$ cat src/logic/gph_params.svh
// Register offsets, field positions and reset values for the port G/H block.
`ifndef GPH_PARAMS_SVH
`define GPH_PARAMS_SVH
`define GPH_OFF_G_PIN 12'h000
`define GPH_OFF_G_LAT 12'h004
`define GPH_OFF_G_DIR 12'h008
`define GPH_OFF_H_PIN 12'h00C
`define GPH_OFF_H_LAT 12'h010
`define GPH_OFF_H_DIR 12'h014
`define GPH_OFF_MUX 12'h018
`define GPH_G_DIR_RST 5'h1F
`define GPH_H_DIR_RST 8'hFF
`define GPH_LAT_RST 8'h00
`define GPH_MUX_RST 2'h0
`define GPH_MUX_ANA_DIG_BIT 0
`define GPH_MUX_BUS_DIS_BIT 1
`define GPH_G_IN_ONLY_BIT 5
`define GPH_MASTER_CLEAR_ENABLE_CFG_BIT 7
`endif

$ cat src/logic/gph_pkg.sv
// Types shared by the port G/H block.
package gph_pkg;
   typedef struct packed {
      logic [4:0] g_dir;
      logic [4:0] g_lat;
      logic [7:0] h_dir;
      logic [7:0] h_lat;
      logic [1:0] mux;
      logic [5:0] g_s1;
      logic [5:0] g_s2;
      logic [7:0] h_s1;
      logic [7:0] h_s2;
      logic [31:0] prdata;
      logic pready;
      logic pslverr;
      logic [4:0] g_out;
      logic [4:0] g_oe;
      logic [7:0] h_out;
      logic [7:0] h_oe;
      logic master_clear_input_req;
   } gph_state_type;
endpackage : gph_pkg

$ cat src/logic/gph_ports.sv
// Port G and port H general-purpose I/O with an APB register slave.
//
// How it works
// - Port G: five two-way pins, one input-only.
// - Direction one tristates, zero drives latch.
// - Latch register reads back latched output value.
// - Enabled peripherals force pin output or input.
// - Overrides never alter the stored direction bits.
// - Port G pins reset as digital inputs.
// - Sixth pin is master clear when enabled.
// - Sixth pin has no direction or latch.
// - Sixth pin readable at bit five only if disabled.
// - Sixth pin also takes programming voltage always.
// - Port G carries capture channels and serial two.
// - Port H: eight two-way pins, own registers.
// - Upper H pins shared with analog channels.
// - Lower H pins shared with upper address bits.
// - Upper H pins reset analog, read zero.
// - Lower H pins reset driving address bus.
//
// The address map and the APB interface to the registers were chosen for this implementation.
`timescale 1ns/1ps
`include "gph_params.svh"
module gph_ports
   import gph_pkg::*;
(
   // Clock and reset.
   input wire logic pclk,
   input wire logic presetn,
   // APB slave.
   input wire logic psel,
   input wire logic penable,
   input wire logic pwrite,
   input wire logic [11:0] paddr,
   input wire logic [31:0] pwdata,
   output logic [31:0] prdata,
   output logic pready,
   output logic pslverr,
   // Configuration byte inputs.
   input wire logic [7:0] config_byte_three_high,
   // Port G pins.
   input wire logic [5:0] g_pin_in,
   output logic [4:0] g_pin_out,
   output logic [4:0] g_pin_oe,
   output logic master_clear_input,
   // Port G peripheral overrides: bit0 capture 3, 1 serial tx/clk, 2 serial rx/data, 3..4 cap 4/5.
   input wire logic [4:0] g_periph_out_en,
   input wire logic [4:0] g_periph_out_val,
   input wire logic [4:0] g_periph_in_force,
   // Port H pins.
   input wire logic [7:0] h_pin_in,
   output logic [7:0] h_pin_out,
   output logic [7:0] h_pin_oe,
   // Port H upper address bits from the memory interface.
   input wire logic [3:0] upper_address_bits,
   output logic analog_channels_digital,
   output logic upper_address_bus_active
);

   gph_state_type st_ff;
   gph_state_type nxt_st;

   // ==========================================================================
   // Register update and pin paths.
   always_comb begin
      logic acc;
      logic wr;
      logic master_clear_enable_cfg;
      logic [7:0] g_rd;
      logic [7:0] h_rd;
      logic ana_dig;
      logic bus_dis;
      acc = psel && penable;
      // A write lands only at the edge where pready is sampled high.
      wr = acc && pwrite && st_ff.pready;
      master_clear_enable_cfg = config_byte_three_high[`GPH_MASTER_CLEAR_ENABLE_CFG_BIT];
      ana_dig = st_ff.mux[`GPH_MUX_ANA_DIG_BIT];
      bus_dis = st_ff.mux[`GPH_MUX_BUS_DIS_BIT];
      nxt_st = st_ff;
      nxt_st.g_s1 = g_pin_in;
      nxt_st.g_s2 = st_ff.g_s1;
      nxt_st.h_s1 = h_pin_in;
      nxt_st.h_s2 = st_ff.h_s1;
      // Pin read value of port G; sixth bit only when master clear is off.
      g_rd = {2'h0, st_ff.g_s2};
      g_rd[`GPH_G_IN_ONLY_BIT] = st_ff.g_s2[`GPH_G_IN_ONLY_BIT] & ~master_clear_enable_cfg;
      // Port H reads zero on analog pins and bus-owned pins.
      h_rd = st_ff.h_s2;
      if (!ana_dig) begin
         h_rd[7:4] = 4'h0;
      end
      if (!bus_dis) begin
         h_rd[3:0] = 4'h0;
      end
      nxt_st.pready = acc && !st_ff.pready;
      nxt_st.pslverr = 1'b0;
      nxt_st.prdata = 32'h0000_0000;
      if (acc) begin
         unique case (paddr)
            `GPH_OFF_G_PIN: begin
               nxt_st.prdata = {24'h0, g_rd};
               if (wr) begin
                  nxt_st.g_lat = pwdata[4:0];
               end
            end
            `GPH_OFF_G_LAT: begin
               nxt_st.prdata = {27'h0, st_ff.g_lat};
               if (wr) begin
                  nxt_st.g_lat = pwdata[4:0];
               end
            end
            `GPH_OFF_G_DIR: begin
               nxt_st.prdata = {27'h0, st_ff.g_dir};
               if (wr) begin
                  nxt_st.g_dir = pwdata[4:0];
               end
            end
            `GPH_OFF_H_PIN: begin
               nxt_st.prdata = {24'h0, h_rd};
               if (wr) begin
                  nxt_st.h_lat = pwdata[7:0];
               end
            end
            `GPH_OFF_H_LAT: begin
               nxt_st.prdata = {24'h0, st_ff.h_lat};
               if (wr) begin
                  nxt_st.h_lat = pwdata[7:0];
               end
            end
            `GPH_OFF_H_DIR: begin
               nxt_st.prdata = {24'h0, st_ff.h_dir};
               if (wr) begin
                  nxt_st.h_dir = pwdata[7:0];
               end
            end
            `GPH_OFF_MUX: begin
               nxt_st.prdata = {30'h0, st_ff.mux};
               if (wr) begin
                  nxt_st.mux = pwdata[1:0];
               end
            end
            default: begin
               nxt_st.pslverr = 1'b1;
            end
         endcase
      end
      // Read data and error stand only in the cycle that pready is high.
      if (st_ff.pready) begin
         nxt_st.prdata = 32'h0000_0000;
         nxt_st.pslverr = 1'b0;
      end
      // Port G drivers with peripheral overrides; input force wins.
      for (int i = 0; i < 5; i++) begin
         nxt_st.g_oe[i] = (g_periph_out_en[i] | ~st_ff.g_dir[i]) & ~g_periph_in_force[i];
         nxt_st.g_out[i] = g_periph_out_en[i] ? g_periph_out_val[i] : st_ff.g_lat[i];
      end
      // Port H drivers: upper pins tristate in analog mode, lower drive the address bus.
      nxt_st.h_out = st_ff.h_lat;
      nxt_st.h_oe = ~st_ff.h_dir;
      if (!ana_dig) begin
         nxt_st.h_oe[7:4] = 4'h0;
      end
      if (!bus_dis) begin
         nxt_st.h_out[3:0] = upper_address_bits;
         nxt_st.h_oe[3:0] = 4'hF;
      end
      nxt_st.master_clear_input_req = master_clear_enable_cfg & ~st_ff.g_s2[`GPH_G_IN_ONLY_BIT];
   end

   // ==========================================================================
   // State register.
   always_ff @(posedge pclk or negedge presetn) begin
      if (!presetn) begin
         st_ff <= '0;
         st_ff.g_dir <= `GPH_G_DIR_RST;
         st_ff.h_dir <= `GPH_H_DIR_RST;
         st_ff.g_lat <= 5'h00;
         st_ff.h_lat <= `GPH_LAT_RST;
         st_ff.mux <= `GPH_MUX_RST;
         st_ff.g_s1 <= 6'h3F;
         st_ff.g_s2 <= 6'h3F;
      end else begin
         st_ff <= nxt_st;
      end
   end

   // ==========================================================================
   // Outputs.
   assign prdata = st_ff.prdata;
   assign pready = st_ff.pready;
   assign pslverr = st_ff.pslverr;
   assign g_pin_out = st_ff.g_out;
   assign g_pin_oe = st_ff.g_oe;
   assign h_pin_out = st_ff.h_out;
   assign h_pin_oe = st_ff.h_oe;
   assign master_clear_input = st_ff.master_clear_input_req;
   assign analog_channels_digital = st_ff.mux[`GPH_MUX_ANA_DIG_BIT];
   assign upper_address_bus_active = ~st_ff.mux[`GPH_MUX_BUS_DIS_BIT];

   // ==========================================================================
   // Assertions.
   a_dir_tristate: assert property (@(posedge pclk) disable iff (!presetn)
      (st_ff.g_dir[0] && !g_periph_out_en[0]) |=> !g_pin_oe[0])
      else $error("Port G pin 0 driven while direction is input.");
   a_input_force: assert property (@(posedge pclk) disable iff (!presetn)
      g_periph_in_force[2] |=> !g_pin_oe[2])
      else $error("Forced input pin still driven.");
   a_out_force: assert property (@(posedge pclk) disable iff (!presetn)
      (g_periph_out_en[1] && !g_periph_in_force[1]) |=> (g_pin_oe[1] && g_pin_out[1] == $past(g_periph_out_val[1])))
      else $error("Peripheral output override not applied.");
   a_dir_kept: assert property (@(posedge pclk) disable iff (!presetn)
      !(psel && penable && pwrite) |=> $stable(st_ff.g_dir))
      else $error("Direction bits changed without a write.");
   a_bus_drive: assert property (@(posedge pclk) disable iff (!presetn)
      !st_ff.mux[1] |=> (h_pin_oe[3:0] == 4'hF && h_pin_out[3:0] == $past(upper_address_bits)))
      else $error("Lower port H pins not driving the address bus.");
   a_analog_off: assert property (@(posedge pclk) disable iff (!presetn)
      !st_ff.mux[0] |=> h_pin_oe[7:4] == 4'h0)
      else $error("Analog port H pins driven.");
   a_master_clear_input_map: assert property (@(posedge pclk) disable iff (!presetn)
      (config_byte_three_high[7] && !st_ff.g_s2[5]) |=> master_clear_input)
      else $error("Master clear not raised.");
   a_g5_read: assert property (@(posedge pclk) disable iff (!presetn)
      (psel && penable && !pready && paddr == 12'h000 && config_byte_three_high[7])
      |=> !prdata[5])
      else $error("Sixth pin readable while master clear enabled.");
   a_lat_read: assert property (@(posedge pclk) disable iff (!presetn)
      (psel && penable && !pready && !pwrite && paddr == 12'h004)
      |=> prdata[4:0] == $past(st_ff.g_lat))
      else $error("Latch read does not return latched value.");
   a_ready_pulse: assert property (@(posedge pclk) disable iff (!presetn)
      pready |=> !pready)
      else $error("Ready held longer than one cycle.");
   a_err_ready: assert property (@(posedge pclk) disable iff (!presetn)
      pslverr |-> pready)
      else $error("Error raised without ready.");
   a_rdata_idle: assert property (@(posedge pclk) disable iff (!presetn)
      !pready |-> prdata == 32'h0000_0000)
      else $error("Read data not zero outside a ready cycle.");
   a_unused_bits: assert property (@(posedge pclk) disable iff (!presetn)
      pready |-> prdata[31:8] == 24'h00_0000)
      else $error("Unused read bits not zero.");
   a_g_lat_write: assert property (@(posedge pclk) disable iff (!presetn)
      (psel && penable && pwrite && pready && paddr == `GPH_OFF_G_LAT)
      |=> st_ff.g_lat == $past(pwdata[4:0]))
      else $error("Port G latch write not stored.");
   a_g_dir_write: assert property (@(posedge pclk) disable iff (!presetn)
      (psel && penable && pwrite && pready && paddr == `GPH_OFF_G_DIR)
      |=> st_ff.g_dir == $past(pwdata[4:0]))
      else $error("Port G direction write not stored.");
   a_h_lat_write: assert property (@(posedge pclk) disable iff (!presetn)
      (psel && penable && pwrite && pready && paddr == `GPH_OFF_H_LAT)
      |=> st_ff.h_lat == $past(pwdata[7:0]))
      else $error("Port H latch write not stored.");
   a_mux_write: assert property (@(posedge pclk) disable iff (!presetn)
      (psel && penable && pwrite && pready && paddr == `GPH_OFF_MUX)
      |=> st_ff.mux == $past(pwdata[1:0]))
      else $error("Pin function select write not stored.");
   a_upper_zero: assert property (@(posedge pclk) disable iff (!presetn)
      (psel && penable && !pready && paddr == `GPH_OFF_H_PIN && !st_ff.mux[0])
      |=> prdata[7:4] == 4'h0)
      else $error("Analog port H pins read nonzero.");
   a_lower_zero: assert property (@(posedge pclk) disable iff (!presetn)
      (psel && penable && !pready && paddr == `GPH_OFF_H_PIN && !st_ff.mux[1])
      |=> prdata[3:0] == 4'h0)
      else $error("Bus owned port H pins read nonzero.");
   a_force_in0: assert property (@(posedge pclk) disable iff (!presetn)
      g_periph_in_force[0] |=> !g_pin_oe[0])
      else $error("Forced input pin 0 still driven.");
   a_h_dir_tri: assert property (@(posedge pclk) disable iff (!presetn)
      st_ff.h_dir[4] |=> !h_pin_oe[4])
      else $error("Port H input pin driven.");
   a_h_drive_lat: assert property (@(posedge pclk) disable iff (!presetn)
      (!st_ff.h_dir[5] && st_ff.mux[0])
      |=> (h_pin_oe[5] && h_pin_out[5] == $past(st_ff.h_lat[5])))
      else $error("Port H output pin not driving its latch.");
   a_g_drive_lat: assert property (@(posedge pclk) disable iff (!presetn)
      (!st_ff.g_dir[3] && !g_periph_out_en[3] && !g_periph_in_force[3])
      |=> (g_pin_oe[3] && g_pin_out[3] == $past(st_ff.g_lat[3])))
      else $error("Port G output pin not driving its latch.");
   a_master_clear_input_off: assert property (@(posedge pclk) disable iff (!presetn)
      !config_byte_three_high[7] |=> !master_clear_input)
      else $error("Master clear raised while disabled.");

endmodule : gph_ports
$ cat config.mk
export PLATFORM = sky130hd
export DESIGN_NAME = gph_ports
export DESIGN_NICKNAME = d
export VERILOG_FILES = /design/src/logic/gph_pkg.sv /design/src/logic/gph_ports.sv
export VERILOG_INCLUDE_DIRS = /design/src /design/src/logic
export SDC_FILE = /design/constraint.sdc
export NUM_CORES = 1
export LEC_CHECK = 0
export ABC_AREA = 1
export ABC_CLOCK_PERIOD_IN_PS = 1300
export CORE_MARGIN = 2
export CORE_UTILIZATION = 45
export CTS_CLUSTER_SIZE = 30
export DETAILED_ROUTE_END_ITERATION = 16
export DONT_BUFFER_PORTS = 1
export SLEW_MARGIN = 20
export SYNTH_ARGS = -nofsm -noshare
export SYNTH_HDL_FRONTEND = slang
export SYNTH_SLANG_ARGS = --single-unit
$ cat constraint.sdc
create_clock -name pclk -period 1.3 [get_ports pclk]
set_input_delay 0.26 -clock pclk [delete_from_list [all_inputs] [get_ports pclk]]
set_output_delay 0.26 -clock pclk [all_outputs]
set_load 0.005 [all_outputs]
### Word level (Yosys, flattened, before mapping)

Cells that the tools add are included.

* flip-flop bits (word level): 117
* bits of input ports: 90
* output and inout bits: 63
* word-level logic and storage cells: 79

* equality and inequality tests: 6
* muxes and demuxes: 16
* bitwise logic cells: 26
* reduce and logical (&&, ||, !) cells: 14

Operator list (count)
* 8-bit case mux with 7 select lines: 1
* 12-bit by 5-bit == test with 1-bit output, second input constant: 3
* 32-bit two-way mux: 1
* 12-bit by 4-bit == test with 1-bit output, second input constant: 2
* 4-bit two-way mux: 5
* 3-bit AND reduction: 5
* 1-bit inverter: 13
* 12-bit by 3-bit == test with 1-bit output, second input constant: 1
* 12-bit zero test: 1
* 1-bit two-way mux: 8
* 8-bit two-way mux: 1
* 8-bit inverter: 1
* 1-bit AND: 7
* 7-bit OR reduction: 1
* 1-bit OR: 5
* 1-bit logical AND: 4
* 2-bit OR reduction: 2
* 1-bit zero test: 1

### Depth between registers and ports, before layout

Gate-level depths: netlist (run 1).

* word-level depth: 5
* depth in mapped cells: 10
* mapped depth without buffers: 10

### Worst setup path before layout (run 1)

OpenSTA, ideal clock, no wires.

* path type: input to register
* from: input paddr[11]
* to: register st_ff[94] in the netlist's numbering
* library setup time: 120 ps
* arrival time: 1145 ps
* required time: 1180 ps
* setup slack: 35 ps
* cell stages on the path: 9
* path buffers: 1
* cell sequence: nor2_2 > nand2_4 > nor2_8 > nand2_2 > nand2_2 > nand2_4 > buf_6 > nand2_1 > o21ai_2

* longest elaborated chain between the ends: 3
* elaborated cells on any way between the ends: 4
* classes of those cells: eq/ne (2); reduce/logical (2)

RTL lines
* start: declaration: line gph_ports.sv:34 `input wire logic [11:0] paddr,`
* 12-bit by 5-bit == test with 1-bit output or 12-bit by 4-bit == test with 1-bit output (tied branches): line gph_ports.sv:99 `unique case (paddr)`
* 2-bit OR reduction (no line) (*)
* 3-bit AND reduction (no line) (*)
* end signal: assignment: line gph_ports.sv:183 `st_ff <= nxt_st;`
* end: declaration: line gph_ports.sv:60 `gph_state_type st_ff;`

Mark *: on every way between the ends. The rest lies on a longest branch, timed or not.
A chain may end at the register's enable or synchronous reset.

### Worst setup path after layout (run 1)

* from: register st_ff[90] in the netlist's numbering
* to: output upper_address_bus_active

* longest elaborated chain between the ends: 1

RTL lines
* 1-bit inverter: line gph_ports.sv:198 `` assign upper_address_bus_active = ~st_ff.mux[`GPH_MUX_BUS_DIS_BIT]; ``
* end: declaration: line gph_ports.sv:57 `output logic upper_address_bus_active`

No other way between the ends.

==> results.txt, run 1 <==
The flow ran to the end, but the final reports show violations. The final reports fail on negative hold slack. The total chip power is 4950 uW. The tree is rooted in a sky130_fd_sc_hd__clkbuf_8. For this run the aggregate overflow at the end of global routing stands at 0.

The number of antenna violations at the first check in global routing is 0. Counting the buffers created by CTS gives 9. The via count of the first global-routing pass came to 2,505.

The I/O pin count is 153. Averaged over all synthesized cells, the footprint is 10.03 um^2. The worst reg-to-reg setup slack came out at 90 ps. The required time of the critical path is 1040 ps. The clock-pin slew on the worst setup and hold paths is 90 ps. The full die area came out at 0.01015 mm^2. The clock sink count came out at 93. The detailed router placed 2,531 vias in this run.

The first-pass iteration count of the detailed router came out at 4. By area the synthesized netlist is led by sky130_fd_sc_hd__dfrtp_1 (40%), sky130_fd_sc_hd__dfstp_2 (16%), sky130_fd_sc_hd__buf_4 (11%), sky130_fd_sc_hd__nand2_1 (7.8%), sky130_fd_sc_hd__nand3_1 (4.2%). The library cell used most frequently in the layout, excluding fill and tap cells, is sky130_fd_sc_hd__nand2_1.

The largest net degree at the start of global routing is 94. STA classifies the critical path startpoint as a flip-flop. The largest fanout on the critical path came out at 11.

The worst endpoint data arrival time came out at 980 ps. The number of setup violations in the final report came out at 0. Detailed placement ended at an HPWL of 5451 um.

The effective utilization at floorplan is 46.02%. The floorplan has 35 rows. The insertion delay of the later-clocked pin in the worst-skew pair is 360 ps. The via count normalized by instance count came out at 4.653. The final number of max-transition violations came out at 0. The hold violation count in the final report is 93. The number of enable flip-flop cells after synthesis came out at 0. The number of input and output port buffers inserted came out at 0. The worst hold path belongs to the class in2async. The clock period minus worst slack came out at 1242 ps. The async set-reset flop share out of synthesis came out at 100.0%. The total length of routed wires is 7742 um. On the final layout, the worst hold slack is -416.3 ps. The chip height is 100.7 um.

The iteration-0 DRC count of the detailed router is 151. The antenna diode instance count came out at 0. Of the available clock period, the critical path in the final layout requires 95.54%. Tracing the worst setup path back leads to its startpoint at st_ff[90]$_DFFE_PN0P_. The highest clock rate came out at 805.1 MHz. The warning count from the yosys run came out at 0. The per-cell routed wire length came out at 14.23 um. The power per cell area came out at 1097 mW/mm^2.

TritonCTS built the clock tree. The number of distinct standard cells referenced by the synthesized netlist is 25. In this run the critical register-to-register path is launched from pready$_DFF_PN0_.

The endpoint identified for the worst register-to-register timing path is st_ff[94]$_DFFE_PN0P_. The area share of the largest cell type after synthesis came out at 40.40%. The peak ir drop on the vdd network came out at 0.5365 mV. Across the run, the number of max-cap violations was 0. The number of fill cells is 833.

The residual antenna-violating net count after detailed routing came out at 0. Between clock sinks in the finished design, the worst skew comes to 8.863 ps. The horizontal die dimension is 100.7 um. The largest total area in the synthesized netlist belongs to sky130_fd_sc_hd__dfrtp_1. For this run, the share of the core covered by cells in the final layout is 49.28%.

The net count reported at finish is 518. The number of remaining DRC errors is 0. The number of standard cells after synthesis came out at 420.

The summed negative setup slack over all endpoints is 0 ps. After floorplanning, the core was sized to cover 0.009153 mm^2. For the worst flop-to-flop path, the logic depth is 6. The leakage power figure came out at 0.002187 uW. The first-pass GRT wire length is 12,480 um. In the synthesized netlist the dominant register cell turns out to be sky130_fd_sc_hd__dfrtp_1.

The path type of the worst setup path is reg2out. Of the synthesized area, sequential elements account for 56.00%. Compared with the post-synthesis result, the final layout area differs by 7.101%. Setup repair after global routing left no endpoint under its margin. The post-route netlist has 26.33% of its cells at a drive strength greater than 1. The library cells used most frequently in the layout, excluding fill and tap cells, are sky130_fd_sc_hd__nand2_1 (86), sky130_fd_sc_hd__dfrtp_1 (67), sky130_fd_sc_hd__nand3_1 (35). The number of synthesized register bits is 93. The number of buffers on the longest clock path came out at 2. The global-route usage over all layers is 16.40%. The H-tree depth came out at 3. STA classifies the critical path endpoint as an output pin. The synthesized netlist occupies a cell area of 0.004212 mm^2. The last weighted congestion value of the routability-driven placer is 0.8556.
-- per-layer routing --
layer,vias up,track usage (%),wire length [um]
met2,87,26.67,3820
met5,-,0,0
met1,1193,20.73,3308
met3,8,5.201,493
li1,1243,-,-
met4,0,5.585,120
-- synthesized netlist by cell type (2+ instances only) --
master	n
sky130_fd_sc_hd__nand2_1	88
sky130_fd_sc_hd__dfrtp_1	68
sky130_fd_sc_hd__buf_4	60
sky130_fd_sc_hd__nand3_1	35
sky130_fd_sc_hd__inv_1	34
sky130_fd_sc_hd__nor2_1	26
sky130_fd_sc_hd__dfstp_2	25
sky130_fd_sc_hd__o21ai_2	16
sky130_fd_sc_hd__o21ai_1	12
sky130_fd_sc_hd__nor2_2	10
sky130_fd_sc_hd__nand2_2	9
sky130_fd_sc_hd__nand2_4	7
sky130_fd_sc_hd__nor2_4	6
sky130_fd_sc_hd__a21oi_1	5
sky130_fd_sc_hd__nand4_1	4
sky130_fd_sc_hd__buf_6	3
sky130_fd_sc_hd__nor2_8	3
sky130_fd_sc_hd__inv_2	2
-- area by class of cell --
type | instances | area, um^2 | area share, %
sequential | 93 | 2360 | 52.32
multi-input combinational | 249 | 1325 | 29.38
timing repair buffer | 38 | 370.4 | 8.211
inverter | 37 | 142.6 | 3.162
tap | 111 | 138.9 | 3.079
clock buffer | 9 | 123.9 | 2.746
clock inverter | 7 | 50.05 | 1.110
-- how the worst max path moves through the flow --
stage                                to  slack (ps)  cells after the start
2_1_floorplan     st_ff[94]$_DFFE_PN0P_          30                      9
4_1_cts        upper_address_bus_active           1                      2
6_report       upper_address_bus_active          60                      2
5_1_grt        upper_address_bus_active           6                      2
3_3_place_gp        prdata[1]$_DFF_PN0_         -60                     10
3_5_place_dp        prdata[1]$_DFF_PN0_         -90                     10
-- worst max-delay path: stages, from the launching register on --
cell and delay, ps:
sky130_fd_sc_hd__dfrtp_1 400, sky130_fd_sc_hd__buf_6 160, sky130_fd_sc_hd__inv_4 70
-- per-stage QoR --
stage / setup slack, ps / instances / cell area, um^2
6_report: 57.92 / 544 / 4511
3_5_place_dp: -89.81 / 500 / 4036
4_1_cts: 1.295 / 542 / 4468
5_1_grt: 5.884 / 544 / 4511
3_3_place_gp: -55.92 / 500 / 4036
2_1_floorplan: 34.77 / 443 / 4298
-- registers in the layout, summed over array words and instances (netlist names) --
signal / count
analog_channels_digital: 1
g_pin_oe: 5
g_pin_out: 5
h_pin_oe: 8
h_pin_out: 8
master_clear_input: 1
nxt_st: 18
prdata: 8
pready: 1
pslverr: 1
st_ff: 37
-- cell families (layout without fill, tap and decap cells) --
kind of cell,count (synthesis),in the layout,share of synthesized area (%)
AND/OR/NAND/NOR,192,192,23.65
AO/OA/AOI/OAI,33,33,5.347
flip-flops,93,93,56.00
buffers and inverters,101,91,14.91
other,1,24,0.08904
-- where the power goes --
group	total [uW]	internal, uW	switching (uW)
Sequential	3010	2980	26.1
Clock	1740	705	1040
Combinational	204	89.4	114
Total	4950	3770	1180
-- timing repair --
action	in CTS	in global routing
hold endpoints to repair	118	94
pin swaps	0	1
hold buffers	25	1
gates cloned	0	0
setup buffers	1	1
setup endpoints to repair	1	20
resized for setup	1	7
Power figures use the tool's default switching activity.
==> inputs of run 2 (changes only) <==
- ABC_CLOCK_PERIOD_IN_PS: 1300 -> 1600
- clock period: 1.3 -> 1.6 ns (I/O delays scaled with it)
==> run 2 against run 1 <==
Compared with the run above: the run still ends with negative hold slack left; sequential power down 19%; largest cell class unchanged; sequential share of layout area up 1.8 points; worst hold slack improved by 60 ps; clock skew up 1.5 ps; register-to-register slack gained 150 ps; non-clock buffer count is 16 lower; cell area fell by 3.3%; combinational power decreased by 30%; setup slack gained 95 ps; global-route usage fell by 0.57 points.
==> results.txt, run 2 (synthesized netlist as in run 1, its figures left out) <==
The number of gates resized after CTS was 0. The hold violation count in the final report came out at 93. Once detail routing completed, the nets flagged for antenna violations numbered 0. Once detailed placement completed, the half-perimeter wirelength came to 5420 um. The launching element type of the critical path is a flip-flop.

Grouping stages by cell kind, the critical path spends the most delay in flip-flops. The number of antenna violations at the first check in global routing came out at 0. The run finished, with violations left.

The largest fanout on the critical path is 10. The total length of routed wires is 7630 um. The number of cells on the worst reg-to-reg path is 5. After detailed routing, the average wire length per cell comes to 14.45 um. The last weighted congestion value of the routability-driven placer is 0.7724. The antenna diode instance count came out at 0.

The library cell used most frequently in the layout, excluding fill and tap cells, is sky130_fd_sc_hd__nand2_1. Clock tree synthesis found a total of 93 sinks. The worst register-to-register path ends at st_ff[108]$_DFFE_PN0P_.

The horizontal die dimension is 100.7 um. For flop-to-flop paths, the worst setup slack is 240 ps. The final clock skew is 10.32 ps.

The insertion delay of the later-clocked pin in the worst-skew pair came out at 350 ps. Setup repair after global routing left no endpoint under its margin. The flip-flop count of the largest register after layout is 37.

The global-route usage over all layers came out at 15.83%. The full die area is 0.01015 mm^2. The clock period minus worst slack came out at 1447 ps.

The first routing iteration left 148 violations. The max-capacitance violation count is 0. The setup path with the least slack is of type reg2out. The number of remaining DRC errors came out at 0. The slowest stage of the critical path belongs to the cell sky130_fd_sc_hd__dfrtp_1. In this run, post-CTS hold repair placed 16 buffers. Counting both buffers and inverters, the worst setup path holds a total of 1. The startpoint of the worst register-to-register path is pready$_DFF_PN0_. Data on the critical path is required at its endpoint by 1280 ps. The power per cell area came out at 962.6 mW/mm^2.

The number of setup violations in the final report is 0. The I/O pin count came out at 153. The total setup buffers inserted after CTS came out at 0. The worst endpoint data arrival time is 1130 ps. Traced cell by cell, the critical path runs through inv_1.

The cell area after placement came out at 0.003994 mm^2. After routing, the total negative slack on setup checks comes to 0 ps. The CTS tree is built.

On the worst path, the slowest cell contributes a delay of 580 ps. The peak ir drop on the vdd network is 0.4970 mV. Port buffering added 0 buffers. The final cell area excluding filler cells came out at 0.004362 mm^2. The area of the core came out at 0.009153 mm^2. The via count normalized by instance count came out at 4.655. The area growth from synthesis to layout came out at 3.565%. The worst setup path is captured at an output pin. The overall via count from detail_route is 2,458. The register with the most flip-flops is st_ff. The checks that failed: negative hold slack. The first-pass iteration count of the detailed router came out at 4. The H-tree depth is 3. The net count reported at finish came out at 502. Clock-pin slew was measured on the worst setup and hold paths at 100 ps. The number of placement rows came out at 35. The path class of the tightest hold or removal check is in2async. The final number of max-transition violations was 0. The library cells used most frequently in the layout, excluding fill and tap cells, are sky130_fd_sc_hd__nand2_1 (88), sky130_fd_sc_hd__dfrtp_1 (68), sky130_fd_sc_hd__nand3_1 (35). The leftover overflow at the end of global routing is 0. The leakage power figure is 0.002137 uW. The clock root buffer is sky130_fd_sc_hd__clkbuf_8. The number of buffers on the longest clock path is 2.

The via count of the first global-routing pass is 2,529. The number of buffers created by CTS came out at 9. The largest net degree at the start of global routing came out at 94. Once the floorplan was initialized, standard cells occupied 46.02% of the core. The first global-routing pass estimated 12,250 um of wire. The chip height is 100.7 um.

The proportion of layout cells with a drive suffix above 1 is 24.94%. In the finished design, the share of the clock period the worst path needs comes to 90.45%. The highest clock rate came out at 691.0 MHz. The minimum hold slack came out at -355.8 ps.
## run 2: cell types whose count changed in the layout (fill, tap and decap cells not counted), moves of 2 or more
cell | before | now
sky130_fd_sc_hd__dlygate4sd3_1 | 26 | 16
sky130_fd_sc_hd__buf_6 | 2 | 0
sky130_fd_sc_hd__nand2_2 | 11 | 9
sky130_fd_sc_hd__clkinv_2 | 4 | 2
sky130_fd_sc_hd__buf_4 | 9 | 6
sky130_fd_sc_hd__nand2_1 | 86 | 88
## run 2: how the worst max path moves through the flow
stage | start | end | slack [ps] | depth (start not counted)
6_report | st_ff[90]$_DFFE_PN0P_ | upper_address_bus_active | 150 | 1
5_1_grt | pready$_DFF_PN0_ | st_ff[107]$_DFFE_PN0P_ | 70 | 5
4_1_cts | st_ff[90]$_DFFE_PN0P_ | upper_address_bus_active | 150 | 1
3_5_place_dp | paddr[11] | prdata[4]$_DFF_PN0_ | 170 | 8
3_3_place_gp | paddr[11] | prdata[4]$_DFF_PN0_ | 170 | 8
2_1_floorplan | paddr[11] | st_ff[94]$_DFFE_PN0P_ | 270 | 9
## run 2: layer usage
metal / vias up / GRT usage (%) / share of wire, % / routed length (um)
li1: 1213 / - / - / -
met1: 1132 / 19.57 / 43 / 3283
met5: - / 0 / 0 / 0
met2: 96 / 25.79 / 48 / 3648
met4: 0 / 7.798 / 2.8 / 215
met3: 17 / 4.022 / 6.3 / 482
## run 2: power breakdown
part,switching (uW),internal [uW],leakage [uW]
sequential,21.5,2420,0.00112
clock,836,779,0.000101
combinational,88.2,53.5,0.000912
total,946,3250,0.00214
## run 2: cell type report
type | instances | area (um^2)
fill | 824 | 4791
sequential | 93 | 2359
multi-input combinational | 249 | 1311
timing repair buffer | 22 | 205.2
inverter | 37 | 140.1
tap | 111 | 138.9
clock buffer | 10 | 137.6
clock inverter | 6 | 70.07
## run 2: per-stage QoR
step	total power, uW	setup WS, ps	hold slack, ps	utilization (%)	std cells
2_1_floorplan	2642	274.8	24.41	-	443
3_3_place_gp	2595	173.6	27.33	43.64	496
3_5_place_dp	2599	169.8	26.86	43.64	496
4_1_cts	4256	146.1	-376.3	47.66	528
5_1_grt	4365	68.79	-380.2	47.66	528
6_report	4198	152.8	-355.8	47.66	528
